[src/logic/analyzer_defs.vh]
// Constants for the analyzer run control and dy counting block
`ifndef ANALYZER_DEFS_VH
`define ANALYZER_DEFS_VH

// Clock and bit time
`define SYS_CLK_MHZ        25
`define BIT_TIME_NS        160
`define BIT_DIV            ((`BIT_TIME_NS * `SYS_CLK_MHZ) / 1000)
`define BIT_DIV_W          4

// Register offsets (byte addresses)
`define REG_SWITCH         8'h00
`define REG_STATUS         8'h04
`define REG_DY             8'h08
`define REG_COUNTERS       8'h0c

// Switch register fields and reset value
`define SWITCH_LSB         0
`define SWITCH_MSB         3
`define SWITCH_RESET       4'hf

// Status register fields
`define ST_RUN_BIT         0
`define ST_STEP_BIT        1
`define ST_PHASE1_BIT      2
`define ST_PHASE2_BIT      3
`define ST_FIRST_WORD_BIT  4
`define ST_OVERFLOW_BIT    5

// Dy register fields
`define DY_LSB             0
`define DY_MSB             3

// Counter values, four bits each, counter 1 lowest
`define CNT_W              4

// Ones' complement step addends
`define STEP_UP            5'h01
`define STEP_DOWN          5'h0e

`endif

[src/logic/dy_count_cell.v]
// One four-stage ones' complement dy counter
`timescale 1ns/1ps
`include "analyzer_defs.vh"

module dy_count_cell (
  input  wire                 sys_clk,
  input  wire                 sys_rst,
  input  wire                 bit_tick,
  input  wire                 count_en,
  input  wire                 count_neg,
  input  wire                 dump,
  output reg  [`CNT_W-1:0]    value
);

  wire [`CNT_W:0]   raw_sum;
  wire [`CNT_W-1:0] next_value;

  // End-around carry keeps the count in ones' complement
  assign raw_sum    = {1'b0, value} + (count_neg ? `STEP_DOWN : `STEP_UP);
  assign next_value = raw_sum[`CNT_W-1:0]
                      + {{(`CNT_W-1){1'b0}}, raw_sum[`CNT_W]};

  always @(posedge sys_clk) begin
    if (sys_rst) begin
      value <= {`CNT_W{1'b0}};
    end else if (bit_tick) begin
      if (dump) begin
        value <= {`CNT_W{1'b0}};
      end else if (count_en) begin
        value <= next_value;
      end
    end
  end

endmodule // dy_count_cell

[src/logic/analyzer_control.v]
// Run control, phase timing and dy counters of the analyzer
`timescale 1ns/1ps
`include "analyzer_defs.vh"

// Notes on behaviour
// - Start command at sync time sets run.
// - Computation waits until step flip-flop is set.
// - Step resets at sign time and sync.
// - Halt command at sync time resets run.
// - Integrand overflow resets run, flags host overflow.
// - Nonzero dx counter one at sync halts.
// - Two phase flip-flops form local sign time.
// - Dump bit is phase two, not one, run.
// - First-word flag set at sync, cleared by phase-one set.
// - Lines ten to thirteen address counters four to one.
// - Address bit counts output increment, except sign/dump.
// - Sign-time address bit counts unmultiplied dz output.
// - Dump bit moves counter to dy register, clears it.
// - Lowest stage toggles on each coincidence; dump clears. Code adds with end-around carry: bit 0 holds on +0 down, +1 down, -0 up.
// - Negative counts ripple borrow through upper stages.
// - Dump clears counter, sets matching dy register bits.
// - Ones' complement counts; negative zero allowed.
// - First control-line pulse sets cleared step.
// - Output existence drives counter coincidence.
module analyzer_control (
  input  wire        sys_clk,
  input  wire        sys_rst,
  // Software register port
  input  wire [7:0]  reg_addr,
  input  wire [31:0] reg_wdata,
  input  wire        reg_write,
  input  wire        reg_read,
  output reg  [31:0] reg_rdata,
  // Host command and timing inputs
  input  wire        host_start_cmd,
  input  wire        host_halt_cmd,
  input  wire        host_select,
  input  wire        host_last_word,
  input  wire        host_halt_condition,
  input  wire        integrand_overflow,
  input  wire        dx_first_existence_ff,
  // Drum lines
  input  wire        control_drum_line,
  input  wire        address_line_ten,
  input  wire        address_line_eleven,
  input  wire        address_line_twelve,
  input  wire        address_line_thirteen,
  // Output register of the integrators
  input  wire        output_exists,
  input  wire        output_negative,
  input  wire        integrator_output_increment,
  input  wire        unmultiplied_exists,
  input  wire        unmultiplied_negative,
  // Outputs
  output reg         run_n,
  output reg         step_enable_ff,
  output reg         sign_time_n,
  output reg         dump_run,
  output reg         first_word_run,
  output reg         host_overflow_set,
  output reg  [3:0]  dy_register
);

  // Bit time divider
  reg  [`BIT_DIV_W-1:0] div_count;
  reg                   bit_tick;

  // Control state
  reg                   run;
  reg                   phase_one_ff;
  reg                   phase_two_ff;
  reg                   first_word_flag;
  reg                   overflow_seen;
  reg  [3:0]            switch_enable;

  // Decoded timing
  wire                  sign_bit_time;
  wire                  dump_bit_time;
  wire                  sync_time_zero;
  wire                  phase_one_set;
  wire                  output_positive;

  // Next values
  reg                   next_run;
  reg                   next_step;
  reg                   next_phase_one;
  reg                   next_phase_two;
  reg                   next_first_word;

  // Counters, index 0 is counter one
  wire [3:0]            address_line;
  wire [3:0]            line_active;
  wire [3:0]            count_en;
  wire [3:0]            dump_en;
  wire [3:0]            cnt_value [0:3];
  wire                  count_sign;
  wire                  count_exists;
  reg  [3:0]            dump_merge;
  reg  [31:0]           next_rdata;
  integer               k;

  // Register offset decode, shared by read and write paths
  function hit;
    input [7:0] addr;
    input [7:0] offset;
    begin
      hit = (addr == offset);
    end
  endfunction

  // Divider giving one enable pulse per drum bit time
  always @(posedge sys_clk) begin
    if (sys_rst) begin
      div_count <= {`BIT_DIV_W{1'b0}};
      bit_tick  <= 1'b0;
    end else if (div_count == `BIT_DIV - 1) begin
      div_count <= {`BIT_DIV_W{1'b0}};
      bit_tick  <= 1'b1;
    end else begin
      div_count <= div_count + {{(`BIT_DIV_W-1){1'b0}}, 1'b1};
      bit_tick  <= 1'b0;
    end
  end

  // Sign time is both phases; dump time is phase two alone
  assign sign_bit_time  = phase_one_ff & phase_two_ff;
  assign dump_bit_time  = phase_two_ff & ~phase_one_ff;
  assign sync_time_zero = dump_bit_time & host_last_word
                          & ~host_halt_condition;
  assign phase_one_set  = step_enable_ff & control_drum_line
                          & ~phase_one_ff;

  // Run flip-flop
  always @* begin
    next_run = run;
    if (sync_time_zero && host_start_cmd && host_select) begin
      next_run = 1'b1;
    end
    if (sync_time_zero && run && dx_first_existence_ff) begin
      next_run = 1'b0;
    end
    if (sync_time_zero && host_halt_cmd && host_select) begin
      next_run = 1'b0;
    end
  end

  // Step flip-flop: first control pulse sets it, timing clears it
  always @* begin
    next_step = step_enable_ff;
    if (!step_enable_ff && control_drum_line) begin
      next_step = 1'b1;
    end
    if (sign_bit_time || sync_time_zero) begin
      next_step = 1'b0;
    end
  end

  // Phase pair: one covers T27 and T28, two covers T28 and T29
  always @* begin
    next_phase_one = phase_one_ff;
    next_phase_two = phase_two_ff;
    if (phase_one_set) begin
      next_phase_one = 1'b1;
    end else if (phase_one_ff && phase_two_ff) begin
      next_phase_one = 1'b0;
    end
    if (phase_one_ff && !phase_two_ff) begin
      next_phase_two = 1'b1;
    end else if (phase_two_ff && !phase_one_ff) begin
      next_phase_two = 1'b0;
    end
  end

  // First-word flag: the sync set wins over the phase-one clear
  always @* begin
    next_first_word = first_word_flag;
    if (phase_one_set) begin
      next_first_word = 1'b0;
    end
    if (sync_time_zero) begin
      next_first_word = 1'b1;
    end
  end

  // Bit-time state update; overflow acts at once, not on the tick
  always @(posedge sys_clk) begin
    if (sys_rst) begin
      run             <= 1'b0;
      step_enable_ff  <= 1'b0;
      phase_one_ff    <= 1'b0;
      phase_two_ff    <= 1'b0;
      first_word_flag <= 1'b0;
    end else begin
      if (integrand_overflow) begin
        run <= 1'b0;
      end else if (bit_tick) begin
        run <= next_run;
      end
      if (bit_tick) begin
        step_enable_ff  <= next_step;
        phase_one_ff    <= next_phase_one;
        phase_two_ff    <= next_phase_two;
        first_word_flag <= next_first_word;
      end
    end
  end

  // Registered copies of the timing outputs
  always @(posedge sys_clk) begin
    if (sys_rst) begin
      run_n             <= 1'b1;
      sign_time_n       <= 1'b1;
      dump_run          <= 1'b0;
      first_word_run    <= 1'b0;
      host_overflow_set <= 1'b0;
      overflow_seen     <= 1'b0;
    end else begin
      run_n             <= ~run;
      sign_time_n       <= ~sign_bit_time;
      dump_run          <= dump_bit_time & run;
      first_word_run    <= first_word_flag & run;
      host_overflow_set <= integrand_overflow & run;
      if (integrand_overflow) begin
        overflow_seen <= 1'b1;
      end else if (reg_write && hit(reg_addr, `REG_STATUS)) begin
        overflow_seen <= 1'b0;
      end
    end
  end

  // Line ten drives counter four down to line thirteen for counter one
  assign address_line = {address_line_ten, address_line_eleven,
                         address_line_twelve,
                         address_line_thirteen};
  assign line_active  = address_line & switch_enable;

  // Existence gates counting; positive is existence without negative
  assign output_positive = output_exists & ~output_negative;
  assign count_exists    = sign_bit_time ? unmultiplied_exists
                           : (output_exists & integrator_output_increment);
  assign count_sign      = sign_bit_time ? unmultiplied_negative
                           : ~output_positive;

  genvar g;
  generate
    for (g = 0; g < 4; g = g + 1) begin : gen_dy
      // Ordinary positions count the increment, sign time counts dz
      assign count_en[g] = run & line_active[g] & count_exists
                           & ~dump_bit_time;
      assign dump_en[g]  = run & line_active[g] & dump_bit_time;

      dy_count_cell u_cell (
        .sys_clk   (sys_clk),
        .sys_rst   (sys_rst),
        .bit_tick  (bit_tick),
        .count_en  (count_en[g]),
        .count_neg (count_sign),
        .dump      (dump_en[g]),
        .value     (cnt_value[g])
      );
    end
  endgenerate

  // Bits of every counter dumped in this bit time are merged
  always @* begin
    dump_merge = 4'h0;
    for (k = 0; k < 4; k = k + 1) begin
      if (dump_en[k]) begin
        dump_merge = dump_merge | cnt_value[k];
      end
    end
  end

  // Dy register takes the dumped count at dump time
  always @(posedge sys_clk) begin
    if (sys_rst) begin
      dy_register <= 4'h0;
    end else if (bit_tick && (dump_en != 4'h0)) begin
      dy_register <= dump_merge;
    end
  end

  // Switch register write
  always @(posedge sys_clk) begin
    if (sys_rst) begin
      switch_enable <= `SWITCH_RESET;
    end else if (reg_write && hit(reg_addr, `REG_SWITCH)) begin
      switch_enable <= reg_wdata[`SWITCH_MSB:`SWITCH_LSB];
    end
  end

  // Read data, valid the cycle after the read strobe
  always @* begin
    next_rdata = 32'h0000_0000;
    if (hit(reg_addr, `REG_SWITCH)) begin
      next_rdata[`SWITCH_MSB:`SWITCH_LSB] = switch_enable;
    end else if (hit(reg_addr, `REG_STATUS)) begin
      next_rdata[`ST_RUN_BIT]        = run;
      next_rdata[`ST_STEP_BIT]       = step_enable_ff;
      next_rdata[`ST_PHASE1_BIT]     = phase_one_ff;
      next_rdata[`ST_PHASE2_BIT]     = phase_two_ff;
      next_rdata[`ST_FIRST_WORD_BIT] = first_word_flag;
      next_rdata[`ST_OVERFLOW_BIT]   = overflow_seen;
    end else if (hit(reg_addr, `REG_DY)) begin
      next_rdata[`DY_MSB:`DY_LSB] = dy_register;
    end else if (hit(reg_addr, `REG_COUNTERS)) begin
      next_rdata[15:0] = {cnt_value[3], cnt_value[2],
                          cnt_value[1], cnt_value[0]};
    end
  end

  always @(posedge sys_clk) begin
    if (sys_rst) begin
      reg_rdata <= 32'h0000_0000;
    end else if (reg_read) begin
      reg_rdata <= next_rdata;
    end else begin
      reg_rdata <= 32'h0000_0000;
    end
  end

endmodule // analyzer_control

[config.mk]
export PLATFORM = sky130hd
export DESIGN_NAME = analyzer_control
export DESIGN_NICKNAME = d
export VERILOG_FILES = /design/src/logic/dy_count_cell.v /design/src/logic/analyzer_control.v
export VERILOG_INCLUDE_DIRS = /design/src /design/src/logic
export SDC_FILE = /design/constraint.sdc
export NUM_CORES = 1
export LEC_CHECK = 0
export BUFFER_PORTS_ARGS = -buffer_cell sky130_fd_sc_hd__buf_4
export CAP_MARGIN = 20
export CORE_ASPECT_RATIO = 0.7
export CORE_MARGIN = 3
export CORE_UTILIZATION = 55
export DETAILED_ROUTE_END_ITERATION = 12
export HOLD_SLACK_MARGIN = 0.03
export PLACE_DENSITY = 0.84
export SETUP_SLACK_MARGIN = 0.05
export SLEW_MARGIN = 20
export SYNTH_ARGS = -nofsm -noshare
export SYNTH_HDL_FRONTEND = slang
export SYNTH_SLANG_ARGS = --single-unit
[constraint.sdc]
create_clock -name sys_clk -period 9.5 [get_ports sys_clk]
set_input_delay 1.9 -clock sys_clk [delete_from_list [all_inputs] [get_ports sys_clk]]
set_output_delay 1.9 -clock sys_clk [all_outputs]
set_load 0.02 [all_outputs]
==> summary.log <==
[synthesis] fraction of synthesized area in multiplexers 3.04%
[worst_setup_path] data arrival time of the critical path 5.32 ns
[sta] time the worst path needs with I/O delays and setup 5.06 ns
[synthesis] XOR/XNOR Fraction of Synth Area 4.37%
[route] Avg Vias per Cell 6.16
[floorplan] floorplan die area 0.00730 mm^2
[status] outcome finished clean
[route] Routed WL 8690 um
[floorplan] starting density of the core 58.7%
[sta] unrepaired setup endpoints after global routing false
[clocking] number of buffers added by the clock tree synthesis step 5
[floorplan] vertical die dimension 72.4 um
[synthesis] share of the yosys chip area belonging to registers 32.4%
[cells_and_area] Syn-to-layout area delta 13.8%
[sta] setup skew after layout 0.0111 ns
[power_and_ir_drop] combinational fraction of design power 10.8%
[sta] final worst setup slack 4.44 ns
[sta] Period Utilization, post-route 53.3%
[sta] highest attainable clock frequency 198 MHz
[worst_setup_path] max incr delay on CP 0.58 ns
[worst_setup_path] classification of the worst setup path in2reg
[cells_and_area] most frequent standard cell in the layout excluding fill and tap cells buf_4
[clocking] maximum clock insertion buffer count 2
[cells_and_area] Ant. Diodes 0
[worst_setup_path] slowest cell on the critical path nor2_2
[sta] number of failing setup endpoints in the final timing report 0
[clocking] maximum level of the CTS H-tree 2
[cells_and_area] fraction of layout instances using a drive strength above 1 18.7%
[floorplan] CORE AREA 0.00590 mm^2
[power_and_ir_drop] portion of total power attributed to sequential cells 56.1%
[worst_setup_path] total buffers and inverters traversed by the critical path 2
[sta] final count of pins violating max slew 0
[global_routing] Overall Global Routing Usage 24.1%
[synthesis] number of enable-type register cells in the synthesized netlist 0
[floorplan] Top-Level Pins 103
[sta] normalized max-slew margin 39.7%
[worst_setup_path] cells along the critical path buf_4, and2b_1, nor2_2, inv_1, ha_1, ha_1, a221o_1, o22a_1, ha_1, ha_1, xnor3_1, or3b_1, a21oi_1
[clocking] clock tree from TritonCTS done
[worst_setup_path] most frequent CP cell ha_1
[synthesis] total number of yosys warnings 0
[power_and_ir_drop] Leakage Power 1.66 nW
[clocking] Setup Fix Bufs, Post-CTS 0
[global_routing] wire length of the first global-routing pass 14000 um
[synthesis] post-synth design cell area 0.00346 mm^2
[synthesis] Synth Area in Simple Gates 23.3%
[worst_setup_path] sort of element at the end of the critical path flop
[power_and_ir_drop] clock group share of total power 33.1%
[global_routing] leftover overflow at the end of global routing 0
[route] final antenna-violating net count 0
[synthesis] share of the synthesized area in compound gates (AO/OA/AOI/OAI) 19.9%
[global_routing] antenna violations before repair 0
[synthesis] Cells after Synth 393
[synthesis] synthesized area divided by synthesized cell count 8.81 um^2
[sta] transition time at the pin with the least slew margin 0.905 ns
[worst_setup_path] endpoint required time on the critical path 9.76 ns
[synthesis] Adder-Cell Fraction of Synth Area 9.18%
[hold_path] class of the worst hold path reg2reg
[sta] Hold Fails Final Rpt 0
[placed_design] PortBufs 58
[run] number of maximum-capacitance constraint violations 0
[power_and_ir_drop] PwrDens 108 mW/mm^2
[synthesis] unique cell type count in the Yosys netlist 61
[placed_design] routability congestion estimate from global placement 0.873
[cells_and_area] fillers 506
[synthesis] top cells by area in the synthesized netlist dfxtp_1, ha_1, a21oi_1, buf_4, nor2_1
[sta] setup TNS 0 ns
[placed_design] pre-CTS setup slack 4.16 ns
[power_and_ir_drop] net switching power 113 uW
[floorplan] number of placement rows 23
[power_and_ir_drop] proportion of total power due to net switching 26.8%
[cells_and_area] Final nets 523
[clocking] CTS Root Cell clkbuf_8
[power_and_ir_drop] largest vdd supply drop 0.0000732 V
[worst_setup_path] CP startpoint kind input port
[synthesis] #FFs+latches synth 56
[route] first-pass iteration count of the detailed router 5
[route] number of remaining DRC errors 0
[placed_design] post-detail-place hpwl 6450 um
[route] vias after detailed routing 3165
[route] routed len/inst 16.9 um
[clocking] cells resized by post-CTS repair 0
[global_routing] largest net degree at the start of global routing 47
[synthesis] dominant combinational cell family by area after synthesis simple AND/OR/NAND/NOR gates
[synthesis] Async SR Flop Fraction 0%
[synthesis] top cell type's share of synthesized area 32.4%
[synthesis] most common flop cell mapped by yosys dfxtp_1
[synthesis] Yosys top cell by area dfxtp_1
[clocking] worst skew pair latency 0.32 ns
[worst_setup_path] crit-path max FO 14
[clocking] Clock Sinks 56
[cells_and_area] commonest non-fill, non-tap cells in the layout buf_4, dfxtp_1, a21oi_1, nor2_1, nand2_1
[worst_setup_path] kind of cell adding the most delay to the critical path simple AND/OR/NAND/NOR gates
[floorplan] Die X 101 um
[global_routing] via count of the first global-routing pass 2895
[route] drt initial violations 287
[clocking] clock slew at reported path FFs 0.11 ns
[clocking] quantity of hold-fixing buffers added after cts 0
[power_and_ir_drop] Pint 310 uW
state kept, by name, indices dropped and copies added, names as in the netlist, 4 cells and up:
signal	flops
reg_rdata	16
gen_dy.u_cell.value	16
dy_register	4
switch_enable	4
div_count	4
cell type report:
class	count	area (um^2)	area share, %
Tap cell	75	93.8	2.38
Inverter	14	55.1	1.40
Sequential cell	56	1120	28.5
Timing Repair Buffer	59	443	11.2
Clock buffer	5	68.8	1.75
Clock inverter	3	27.5	0.699
Multi-Input combinational cell	302	2130	54.1
logic make-up after synthesis:
family	after synthesis
AO/OA/AOI/OAI	97
XOR/XNOR	11
adder cells (fa/ha/maj)	25
buffers and inverters	50
flip-flops	56
multiplexers	10
other	1
AND/OR/NAND/NOR	143
metrics by stage:
step | utilization (%) | hold WS (ns) | instances | power, mW | instance area [um^2]
floorplan | - | 0.432 | 408 | 0.277 | 3520
global placement | 65.1 | 0.446 | 506 | 0.287 | 3840
detailed placement | 65.1 | 0.454 | 506 | 0.288 | 3840
CTS | 66.8 | 0.471 | 514 | 0.425 | 3940
global route | 66.8 | 0.514 | 514 | 0.440 | 3940
finish | 66.8 | 0.469 | 514 | 0.424 | 3940
path summary, 6_finish.rpt:
check | from | end | slack (ns) | cells past startpoint
hold / removal | div_count[0] | div_count[0] | 0.47 | 1
hold reg to reg | div_count[0] | div_count[0] | 0.47 | 1
setup reg to reg | phase_one_ff | gen_dy[3].u_cell.value[2] | 5.37 | 13
setup / recovery | unmultiplied_negative | gen_dy[3].u_cell.value[2] | 4.44 | 13
power groups by stage:
stage	combinational, mW	sequential (mW)	clock (mW)
after floorplan	0.0346	0.243	0
after global placement	0.0436	0.243	0
after detailed placement	0.0448	0.243	0
after CTS	0.0450	0.238	0.142
after global routing	0.0501	0.238	0.152
final	0.0458	0.238	0.140
worst register-to-register path, delay by kind of cell, from the launching register on:
| family | cells | cell delay (ns) |
|---|---|---|
| flip-flops | 1 | 0.36 |
| XOR/XNOR | 1 | 0.25 |
| adder cells (fa/ha/maj) | 5 | 1.27 |
| AO/OA/AOI/OAI | 3 | 0.65 |
| buffers and inverters | 1 | 0.21 |
| AND/OR/NAND/NOR | 3 | 1.33 |
cells in the mapped netlist, types with 2 or more instances:
library cell,number
mux2i_1,6
a22oi_1,8
o22ai_1,3
nor2b_1,3
a21oi_1,30
and2_1,12
o21ai_0,11
buf_2,2
a21o_1,2
nor4b_1,3
xnor3_1,4
a221o_1,2
a311oi_1,3
nand4b_1,3
o22a_1,5
nor3_1,15
dfxtp_1,56
nor2_1,30
o21ai_1,2
a31oi_1,5
inv_1,13
clkbuf_1,15
o211ai_1,4
nor3b_1,8
ha_1,23
a2111oi_0,2
buf_4,18
a211oi_1,2
a311oi_2,3
a2111oi_2,3
and4_1,5
xnor2_1,6
nand4_1,5
a211o_1,6
nand3b_1,9
nand2b_1,4
mux2_2,4
nand2_1,24
or3b_2,2
or3b_1,2
and3_1,4
nand3_1,7
layer usage:
| metal | part of all wire, % | global-route usage (%) |
|---|---|---|
| met3 | 7.6 | 3.84 |
| met5 | 0 | 0 |
| met1 | 46 | 35.0 |
| met2 | 45 | 37.6 |
| met4 | 0.74 | 5.53 |
No activity file was read; power rests on OpenSTA's default activity.
